[src/logic/wdr_pkg.sv]
package wdr_pkg;

  // ----------------------------------------------------------------
  // Register map
  // ----------------------------------------------------------------
  localparam logic [7:0] CTRL_INDEX  = 8'h21;
  localparam logic [7:0] CAUSE_INDEX = 8'h22;
  localparam logic [7:0] CTRL_ADDR   = 8'(CTRL_INDEX * 4);
  localparam logic [7:0] CAUSE_ADDR  = 8'(CAUSE_INDEX * 4);

  // ----------------------------------------------------------------
  // Field positions
  // ----------------------------------------------------------------
  localparam int IRQ_FLAG_BIT   = 7;
  localparam int IRQ_EN_BIT     = 6;
  localparam int SEL_HI_BIT     = 5;
  localparam int CHANGE_EN_BIT  = 4;
  localparam int RESET_EN_BIT   = 3;
  localparam int WD_CAUSE_BIT   = 3;
  localparam int BOD_CAUSE_BIT  = 2;
  localparam int PIN_CAUSE_BIT  = 1;
  localparam int POR_CAUSE_BIT  = 0;

  // ----------------------------------------------------------------
  // Values after reset and counts
  // ----------------------------------------------------------------
  localparam logic [3:0] SEL_RESET      = 4'h0;
  localparam logic [2:0] WINDOW_CYCLES  = 3'h4;
  localparam logic [3:0] SEL_MAX_VALID  = 4'h9;
  localparam int         BASE_LOG2      = 11;
  localparam int         CNT_WIDTH      = 20;
  localparam int         OSC_HZ         = 128000;
  localparam int         CLK_HZ         = 20000000;

endpackage

[src/logic/wdr_tmr_if.sv]
`timescale 1ns/1ps
// Control side to prescaler counter
interface wdr_tmr_if;
  logic       tick;
  logic       restart;
  logic       run;
  logic [3:0] sel;
  logic       timeout;

  modport ctl (output tick, output restart, output run, output sel, input timeout);
  modport tmr (input tick, input restart, input run, input sel, output timeout);
endinterface

[src/logic/wdr_sync.sv]
`timescale 1ns/1ps
// Two-flop synchroniser with rising-edge pulse
module wdr_sync (
  input  wire logic clk,
  input  wire logic reset,
  input  wire logic din,
  output logic      rise
);
  typedef struct packed {
    logic s1;
    logic s2;
    logic s3;
    logic rise;
  } wdr_sync_t;

  wdr_sync_t q;
  wdr_sync_t next_q;

  // Only the second stage reads the first
  always_comb begin
    next_q      = q;
    next_q.s1   = din;
    next_q.s2   = q.s1;
    next_q.s3   = q.s2;
    next_q.rise = q.s2 & ~q.s3;
    if (reset) begin
      next_q = '0;
    end
  end

  always_ff @(posedge clk) begin
    q <= next_q;
  end

  assign rise = q.rise;
endmodule

[src/logic/wdr_counter.sv]
`timescale 1ns/1ps
// Prescaler counter on oscillator ticks
module wdr_counter
  import wdr_pkg::*;
#(
  parameter int BASE = BASE_LOG2
) (
  input  wire logic clk,
  input  wire logic reset,
  wdr_tmr_if.tmr    tif
);
  typedef struct packed {
    logic [CNT_WIDTH-1:0] cnt;
    logic                 timeout;
  } wdr_cnt_t;

  wdr_cnt_t             q;
  wdr_cnt_t             next_q;
  logic [3:0]           sel_eff;
  logic [CNT_WIDTH-1:0] term;
  logic [CNT_WIDTH-1:0] one;

  // Reserved codes fall back to the longest valid interval
  assign sel_eff = (tif.sel > SEL_MAX_VALID) ? SEL_MAX_VALID : tif.sel;
  assign one     = CNT_WIDTH'(1);
  assign term    = (one << (BASE + int'(sel_eff))) - one;

  // Count ticks, restart on request, stop or expiry
  always_comb begin
    next_q         = q;
    next_q.timeout = 1'b0;
    if (reset || tif.restart || !tif.run) begin
      next_q.cnt = '0;
    end else if (tif.tick) begin
      if (q.cnt >= term) begin
        next_q.cnt     = '0;
        next_q.timeout = 1'b1;
      end else begin
        next_q.cnt = q.cnt + one;
      end
    end
  end

  always_ff @(posedge clk) begin
    q <= next_q;
  end

  assign tif.timeout = q.timeout;
endmodule

[src/logic/wdr_top.sv]
`timescale 1ns/1ps
// Watchdog control with reset cause flags
module wdr_top
  import wdr_pkg::*;
#(
  parameter int BASE = BASE_LOG2
) (
  input  wire logic        clk,
  input  wire logic        reset,
  input  wire logic [7:0]  avs_address,
  input  wire logic        avs_read,
  input  wire logic        avs_write,
  input  wire logic [31:0] avs_writedata,
  input  wire logic [3:0]  avs_byteenable,
  output logic      [31:0] avs_readdata,
  output logic             avs_waitrequest,
  input  wire logic        slow_osc,
  input  wire logic        always_on_fuse,
  input  wire logic        restart_instruction,
  input  wire logic        global_irq_enable,
  input  wire logic        irq_vector_taken,
  input  wire logic        poweron_event,
  input  wire logic        pin_reset_event,
  input  wire logic        brownout_event,
  output logic             timeout_irq,
  output logic             sys_reset_req
);
  import wdr_pkg::*;

  // ----------------------------------------------------------------
  // State
  // ----------------------------------------------------------------
  typedef struct packed {
    logic        waitreq;
    logic [31:0] rdata;
    logic        timeout_irq_flag;
    logic        timeout_irq_enable;
    logic        change_window_enable;
    logic        timeout_reset_enable;
    logic [3:0]  interval_select;
    logic [2:0]  win_cnt;
    logic        fuse;
    logic        watchdog_cause_flag;
    logic        brownout_cause_flag;
    logic        pin_reset_cause_flag;
    logic        poweron_cause_flag;
    logic        irq;
    logic        sysrst;
  } wdr_state_t;

  wdr_state_t q;
  wdr_state_t next_q;

  wdr_tmr_if tif ();

  logic       osc_tick;
  logic       bus_req;
  logic       wr_take;
  logic       wr_ctrl;
  logic       wr_cause;
  logic       chip_rst;
  logic       eff_enable;
  logic [7:0] wd;
  logic [7:0] ctrl_view;
  logic [7:0] cause_view;

  // ----------------------------------------------------------------
  // Oscillator crossing and prescaler counter
  // ----------------------------------------------------------------
  wdr_sync wdr_sync_i (
    .clk   (clk),
    .reset (reset),
    .din   (slow_osc),
    .rise  (osc_tick)
  );

  wdr_counter #(
    .BASE (BASE)
  ) wdr_counter_i (
    .clk   (clk),
    .reset (reset),
    .tif   (tif)
  );

  // Counter runs in any mode except both enables clear
  assign tif.tick    = osc_tick;
  assign tif.run     = eff_enable | q.timeout_irq_enable;
  assign tif.restart = restart_instruction | chip_rst;
  assign tif.sel     = q.interval_select;

  // ----------------------------------------------------------------
  // Decode and views
  // ----------------------------------------------------------------
  // A write takes effect on the edge where waitrequest is low
  assign bus_req  = avs_read | avs_write;
  assign wr_take  = avs_write & ~q.waitreq & avs_byteenable[0];
  assign wr_ctrl  = wr_take & (avs_address == CTRL_ADDR);
  assign wr_cause = wr_take & (avs_address == CAUSE_ADDR);
  assign wd       = avs_writedata[7:0];

  // Any chip reset source, including our own pulse
  assign chip_rst = poweron_event | pin_reset_event | brownout_event | q.sysrst;

  // Level 2 fuse holds the watchdog on
  assign eff_enable = q.timeout_reset_enable | q.fuse;

  // Register images seen by software
  always_comb begin
    ctrl_view                = 8'h00;
    ctrl_view[IRQ_FLAG_BIT]  = q.timeout_irq_flag;
    ctrl_view[IRQ_EN_BIT]    = q.timeout_irq_enable;
    ctrl_view[SEL_HI_BIT]    = q.interval_select[3];
    ctrl_view[CHANGE_EN_BIT] = q.change_window_enable;
    ctrl_view[RESET_EN_BIT]  = eff_enable;
    ctrl_view[2:0]           = q.interval_select[2:0];
  end

  always_comb begin
    cause_view                = 8'h00;
    cause_view[WD_CAUSE_BIT]  = q.watchdog_cause_flag;
    cause_view[BOD_CAUSE_BIT] = q.brownout_cause_flag;
    cause_view[PIN_CAUSE_BIT] = q.pin_reset_cause_flag;
    cause_view[POR_CAUSE_BIT] = q.poweron_cause_flag;
  end

  // ----------------------------------------------------------------
  // Next state
  // ----------------------------------------------------------------
  always_comb begin
    next_q        = q;
    next_q.sysrst = 1'b0;

    // Bus handshake: one wait cycle, then one ready cycle
    if (!q.waitreq) begin
      next_q.waitreq = 1'b1;
    end else if (bus_req) begin
      next_q.waitreq = 1'b0;
      if (avs_read && avs_address == CTRL_ADDR) begin
        next_q.rdata = {24'h000000, ctrl_view};
      end else if (avs_read && avs_address == CAUSE_ADDR) begin
        next_q.rdata = {24'h000000, cause_view};
      end else begin
        next_q.rdata = 32'h00000000;
      end
    end

    // Change window closes on its own after four clocks
    if (q.win_cnt != 3'h0) begin
      next_q.win_cnt = q.win_cnt - 3'h1;
      if (q.win_cnt == 3'h1) begin
        next_q.change_window_enable = 1'b0;
      end
    end

    // Control register write
    if (wr_ctrl) begin
      next_q.timeout_irq_enable = wd[IRQ_EN_BIT];
      if (wd[IRQ_FLAG_BIT]) begin
        next_q.timeout_irq_flag = 1'b0;
      end
      if (wd[RESET_EN_BIT]) begin
        next_q.timeout_reset_enable = 1'b1;
      end else if (q.change_window_enable && !q.watchdog_cause_flag) begin
        next_q.timeout_reset_enable = 1'b0;
      end
      if (q.change_window_enable) begin
        next_q.interval_select = {wd[SEL_HI_BIT], wd[2:0]};
      end
      if (wd[CHANGE_EN_BIT]) begin
        next_q.change_window_enable = 1'b1;
        next_q.win_cnt              = WINDOW_CYCLES;
      end else begin
        next_q.change_window_enable = 1'b0;
        next_q.win_cnt              = 3'h0;
      end
    end

    // Interrupt vector taken acknowledges the flag
    if (irq_vector_taken) begin
      next_q.timeout_irq_flag = 1'b0;
    end

    // Cause register: writing zero clears, writing one keeps
    if (wr_cause) begin
      if (!wd[WD_CAUSE_BIT]) begin
        next_q.watchdog_cause_flag = 1'b0;
      end
      if (!wd[BOD_CAUSE_BIT]) begin
        next_q.brownout_cause_flag = 1'b0;
      end
      if (!wd[PIN_CAUSE_BIT]) begin
        next_q.pin_reset_cause_flag = 1'b0;
      end
      if (!wd[POR_CAUSE_BIT]) begin
        next_q.poweron_cause_flag = 1'b0;
      end
    end

    // Chip reset returns control to its initial values
    if (chip_rst) begin
      next_q.timeout_irq_flag     = 1'b0;
      next_q.timeout_irq_enable   = 1'b0;
      next_q.change_window_enable = 1'b0;
      next_q.timeout_reset_enable = 1'b0;
      next_q.interval_select      = SEL_RESET;
      next_q.win_cnt              = 3'h0;
    end

    // Timeout action by mode; hardware sets win over clears
    if (tif.timeout) begin
      case ({eff_enable, q.timeout_irq_enable})
        2'b01: begin
          next_q.timeout_irq_flag = 1'b1;
        end
        2'b10: begin
          next_q.sysrst              = 1'b1;
          next_q.watchdog_cause_flag = 1'b1;
        end
        2'b11: begin
          next_q.timeout_irq_flag   = 1'b1;
          next_q.timeout_irq_enable = 1'b0;
        end
        default: begin
        end
      endcase
    end

    // Reset sources; power-on clears the other causes first
    if (poweron_event) begin
      next_q.watchdog_cause_flag  = 1'b0;
      next_q.brownout_cause_flag  = 1'b0;
      next_q.pin_reset_cause_flag = 1'b0;
      next_q.poweron_cause_flag   = 1'b1;
    end
    if (pin_reset_event) begin
      next_q.pin_reset_cause_flag = 1'b1;
    end
    if (brownout_event) begin
      next_q.brownout_cause_flag = 1'b1;
    end
    if (next_q.sysrst) begin
      next_q.watchdog_cause_flag = 1'b1;
    end

    // Level 1: watchdog cause holds reset enable on
    if (next_q.watchdog_cause_flag) begin
      next_q.timeout_reset_enable = 1'b1;
    end

    // Level 2: fuse keeps the stored enable too
    if (q.fuse) begin
      next_q.timeout_reset_enable = 1'b1;
    end

    // Interrupt request needs global enable, enable and flag; the enable is
    // taken before a timeout clears it, so the first of two timeouts interrupts
    next_q.irq = next_q.timeout_irq_flag & q.timeout_irq_enable & global_irq_enable;

    // Reset acts as the power-up of the block
    if (reset) begin
      next_q                      = '0;
      next_q.waitreq              = 1'b1;
      next_q.interval_select      = SEL_RESET;
      next_q.poweron_cause_flag   = 1'b1;
      next_q.fuse                 = always_on_fuse;
      next_q.timeout_reset_enable = always_on_fuse;
    end
  end

  // ----------------------------------------------------------------
  // State register
  // ----------------------------------------------------------------
  always_ff @(posedge clk) begin
    q <= next_q;
  end

  // Outputs straight from flops
  assign avs_readdata    = q.rdata;
  assign avs_waitrequest = q.waitreq;
  assign timeout_irq     = q.irq;
  assign sys_reset_req   = q.sysrst;

endmodule

[config.mk]
export PLATFORM = sky130hd
export DESIGN_NAME = wdr_top
export DESIGN_NICKNAME = d
export VERILOG_FILES = /design/src/logic/wdr_pkg.sv /design/src/logic/wdr_tmr_if.sv /design/src/logic/wdr_sync.sv /design/src/logic/wdr_counter.sv /design/src/logic/wdr_top.sv
export SDC_FILE = /design/constraint.sdc
export NUM_CORES = 1
export LEC_CHECK = 0
export BUFFER_PORTS_ARGS = -buffer_cell sky130_fd_sc_hd__buf_2
export CAP_MARGIN = 20
export CORE_AREA = 2 2 94 96
export CTS_BUF_LIST = sky130_fd_sc_hd__clkbuf_2
export DETAILED_ROUTE_END_ITERATION = 10
export DIE_AREA = 0 0 96 98
export PLACE_DENSITY = 0.7
export SLEW_MARGIN = 20
export SYNTH_ARGS = -nofsm -noshare
export SYNTH_HDL_FRONTEND = slang
export SYNTH_HIERARCHICAL = 1
export SYNTH_SLANG_ARGS = --single-unit
export TNS_END_PERCENT = 5
[constraint.sdc]
create_clock -name clk -period 7.25 [get_ports clk]
set_input_delay 1.0875 -clock clk [delete_from_list [all_inputs] [get_ports clk]]
set_output_delay 1.0875 -clock clk [all_outputs]
set_load 0.01 [all_outputs]
==> flow_metrics.env <==
export IMPL_powerDensity_nw_per_um2=141.3
export IMPL_die_area_um2=9408
export IMPL_combPwrFrac_pct=8.4
export IMPL_worstPathCellList="or2_2 > nor2_1 > mux2i_1 > ha_1 > nand4_1 > nor2_1 > a222oi_1 > a31oi_4 > and3_1"
export IMPL_sequentialPowerShare_pct=60.1
export IMPL_period_needed_ps=3360
export IMPL_drtAntennaViolNets=0
export IMPL_power_leakage_nw=1.392
export IMPL_min_from="wdr_sync_i/q[1]"
export IMPL_r2r_start="tif.sel[2]"
export IMPL_grt_setup_unrepaired="false"
export IMPL_tritoncts="yes"
export IMPL_worst_slack_ps=3890
export IMPL_path_buf_inv=0
export IMPL_vias=2671
export IMPL_pre_cts_ws_ps=3719
export IMPL_grt_pass1_vias=2431
export IMPL_placementRows=34
export IMPL_yosysUniqueCellTypes=57
export IMPL_maxSlewViolCount=0
export IMPL_drtIter0Drc=170
export IMPL_h_tree_depth=2
export IMPL_cts_resized=0
export IMPL_fin_area_um2=3457
export IMPL_synth_compound_area_share_pct=12.02
export IMPL_vias_per_cell=5.207
export IMPL_r2r_cells=9
export IMPL_drc=0
export IMPL_syn_inst=373
export IMPL_ir_worst_vdd_uv=59.17
export IMPL_synth_avg_cell_area_um2=8.732
export IMPL_clk_pin_slew_ps=270
export IMPL_antenna_found_initial=0
export IMPL_netlist_area_um2=3257
export IMPL_cts_buffer_depth=2
export IMPL_yosysWarnings=6
export IMPL_p_clk_share_pct=31.5
export IMPL_power_switching_uw=121.2
export IMPL_async_flop_share_pct=0
export IMPL_hold_viol=0
export IMPL_seq_area_frac_synth_pct=32.58
export IMPL_crit_slowest_cell="a222oi_1"
export IMPL_cts_setup_buffers=0
export IMPL_drive_gt1_share_pct=17.04
export IMPL_io_pins=91
export IMPL_grt_first_pass_wirelength_um=11020
export IMPL_die_w_um=96
export IMPL_synth_top_family_by_area="simple AND/OR/NAND/NOR gates"
export IMPL_worstHoldPathType="flop to flop"
export IMPL_regToRegEndpoint="wdr_counter_i/tif.timeout"
export IMPL_syn_to_final_growth_pct=6.147
export IMPL_finalSetupTns_ps=0
export IMPL_fmax_ghz=0.2976
export IMPL_synth_adder_area_share_pct=9.604
export IMPL_synth_xor_area_share_pct=4.572
export IMPL_whs_path_depth=1
export IMPL_core_area_um2=8466
export IMPL_start_util_pct=38.47
export IMPL_nets=485
export IMPL_wl_per_cell_um=12.79
export IMPL_place_area_um2=3379
export IMPL_regToRegSetupSlack_ps=3890
export IMPL_relSlewSlack_pct=26.52
export IMPL_worst_ep_arrival_time_ps=3740
export IMPL_finalSetupViolCount=0
export IMPL_fp_dieH_um=98
export IMPL_intPower_uw=367.5
export IMPL_cts_buffers=5
export IMPL_cp_end_kind="flop"
export IMPL_port_buffers=39
export IMPL_synth_simple_area_share_pct=26.39
export IMPL_cts_hold_buffers=0
export IMPL_firstDrtPassIters=4
export IMPL_whs_endpoint="wdr_sync_i/rise"
export IMPL_synth_flop_cell="dfxtp_1"
export IMPL_insertion_delay_ps=440
export IMPL_start_kind="flop"
export IMPL_routabilityCongestion=0.8408
export IMPL_switching_share_pct=24.80
export IMPL_dp_hpwl_um=5019
export IMPL_worst_pin_slew_ps=1102
export IMPL_grt_overflow=0
export IMPL_ys_ff_latch=52
export IMPL_status="finished clean"
export IMPL_grt_max_degree=26
export IMPL_cp_max_fo=17
export IMPL_synth_edf_count=2
export IMPL_drt_wl_total_um=6560
export IMPL_setup_worst_path_class="flop to flop"
export IMPL_maxCapViolCount=0
export IMPL_diodes=0
export IMPL_critical_path_top_delay_family="compound AO/OA/AOI/OAI gates"
export IMPL_critPathMaxStageDelay_ps=950
export IMPL_cts_sinks=52
export IMPL_gr_usage_all_layers_pct=14.22
export IMPL_crit_required_ps=7630
export IMPL_ctsRootBufferMaster="clkbuf_2"
export IMPL_muxShareOfSynthArea_pct=2.804
export IMPL_clock_skew_ps=23.20
export IMPL_fin_crit_sh_pct=46.34
export IMPL_cpMostUsedCell="nor2_1"
-- stage by stage --
stage	hold slack (ps)	instances	total power, mW	util [%]
after CTS	460.8	513	0.4942	40.73
after detailed placement	412.1	505	0.3392	39.92
after floorplan	386.8	401	0.3343	-
after global routing	477.8	513	0.5111	40.84
after global placement	407.8	505	0.3384	39.92
final	457.9	513	0.4886	40.84
-- registers in the layout, summed over array words and instances, names as in the netlist --
| register | flops |
|---|---|
| q | 5 |
| wdr_sync_i/rise | 1 |
| wdr_counter_i/tif.timeout | 1 |
| wdr_counter_i/q | 20 |
| wdr_sync_i/q | 3 |
| sys_reset_req | 1 |
| avs_readdata | 8 |
| cause_view | 4 |
| timeout_irq | 1 |
| ctrl_view | 3 |
| avs_waitrequest | 1 |
| tif.sel | 4 |
-- cells by family after synthesis --
logic type,count (synthesis)
other cells,3
simple gates,149
xor+xnor,17
compound gates,57
mux,9
flops,52
buf+inv,61
fa+ha+maj,25
-- placed cells by master (no fill, tap or decap), types with 4 or more instances in the layout --
cell / Yosys / routed
dfxtp_1: 50 / 50
buf_2: 1 / 39
nor2_1: 36 / 36
conb_1: 3 / 31
ha_1: 25 / 25
nand2_1: 22 / 22
nor3_1: 19 / 19
inv_1: 18 / 18
a21oi_1: 16 / 16
nand4_1: 14 / 14
xnor2_1: 14 / 14
nor3_2: 10 / 10
nand3_1: 9 / 9
mux2i_1: 8 / 8
nor2b_1: 7 / 7
a22oi_1: 6 / 6
o21ai_0: 6 / 6
clkbuf_2: 2 / 6
and4_1: 5 / 5
a31oi_1: 4 / 4
nand2b_1: 4 / 4
a22o_1: 4 / 4
-- power by group through the flow --
stage | logic [mW] | clock network (mW) | registers [mW]
2_1_floorplan | 0.0357 | 0 | 0.299
5_1_grt | 0.0464 | 0.170 | 0.295
6_report | 0.0411 | 0.154 | 0.294
3_3_place_gp | 0.0394 | 0 | 0.299
4_1_cts | 0.0404 | 0.160 | 0.294
3_5_place_dp | 0.0402 | 0 | 0.299
-- worst max-delay path by stage --
stage	startpoint	to	slack, ps	cells after the start
4_1_cts	tif.sel[2]	wdr_counter_i/tif.timeout	3650	9
2_1_floorplan	tif.sel[3]	wdr_counter_i/q[10]	4520	10
5_1_grt	tif.sel[2]	wdr_counter_i/q[18]	3600	9
6_report	tif.sel[2]	wdr_counter_i/tif.timeout	3890	9
3_3_place_gp	tif.sel[3]	wdr_counter_i/tif.timeout	3760	9
3_5_place_dp	tif.sel[3]	wdr_counter_i/tif.timeout	3720	9
-- cells in the mapped netlist (all sizes together), types with 2 or more instances --
cell type   n  area [um^2]
dfxtp      50         1001
nor2       37        146.4
buf        34        256.5
nor3       29        195.2
ha         25        312.8
nand2      22        82.58
inv        18        67.56
a21oi      16        80.08
nand4      15        100.1
xnor2      14        122.6
clkbuf      9        56.31
nand3       9        45.04
mux2i       8        80.08
o21ai       8        40.04
nor2b       7        43.79
a22oi       6        45.04
a31oi       5        37.53
and4        5        43.79
a211oi      4        35.03
a22o        4        35.03
nand2b      4        25.02
nor3b       4        40.03
nor4        4        40.04
a21o        3        22.52
a32oi       3        26.28
conb        3        11.26
xor2        3        26.28
and2        2        12.51
and3b       2        17.52
edfxtp      2        60.06
o21a        2        15.01
or2         2        12.51
or3         2        12.51
-- layout make-up --
type | instances | area (um^2)
clock buffers | 6 | 30.03
clock inverters | 2 | 38.79
fillers | 849 | 5009
inverters | 18 | 67.56
multi-input cells | 288 | 1929
flip-flops and latches | 52 | 1061
well taps | 108 | 135.1
repair buffers | 39 | 195.2
-- per-layer routing --
metal	share of wire (%)	global-route usage (%)	vias to the layer above	routed length [um]
met2	48	22.06	74	3131
met3	4.6	2.392	11	300
li1	-	-	1326	-
met1	46	19.70	1260	3009
met4	1.8	5.165	0	118
met5	0	0	-	0
-- worst reg2reg max path: cells and delay by family, from the launching register on --
family                     cells  cell delay (ps)
DFF                            1              450
and+or+nand+nor                5              980
adders and majority gates      1              250
muxes                          1              200
AOI/OAI and AO/OA              2             1440
(Power assumes the default switching activity.)
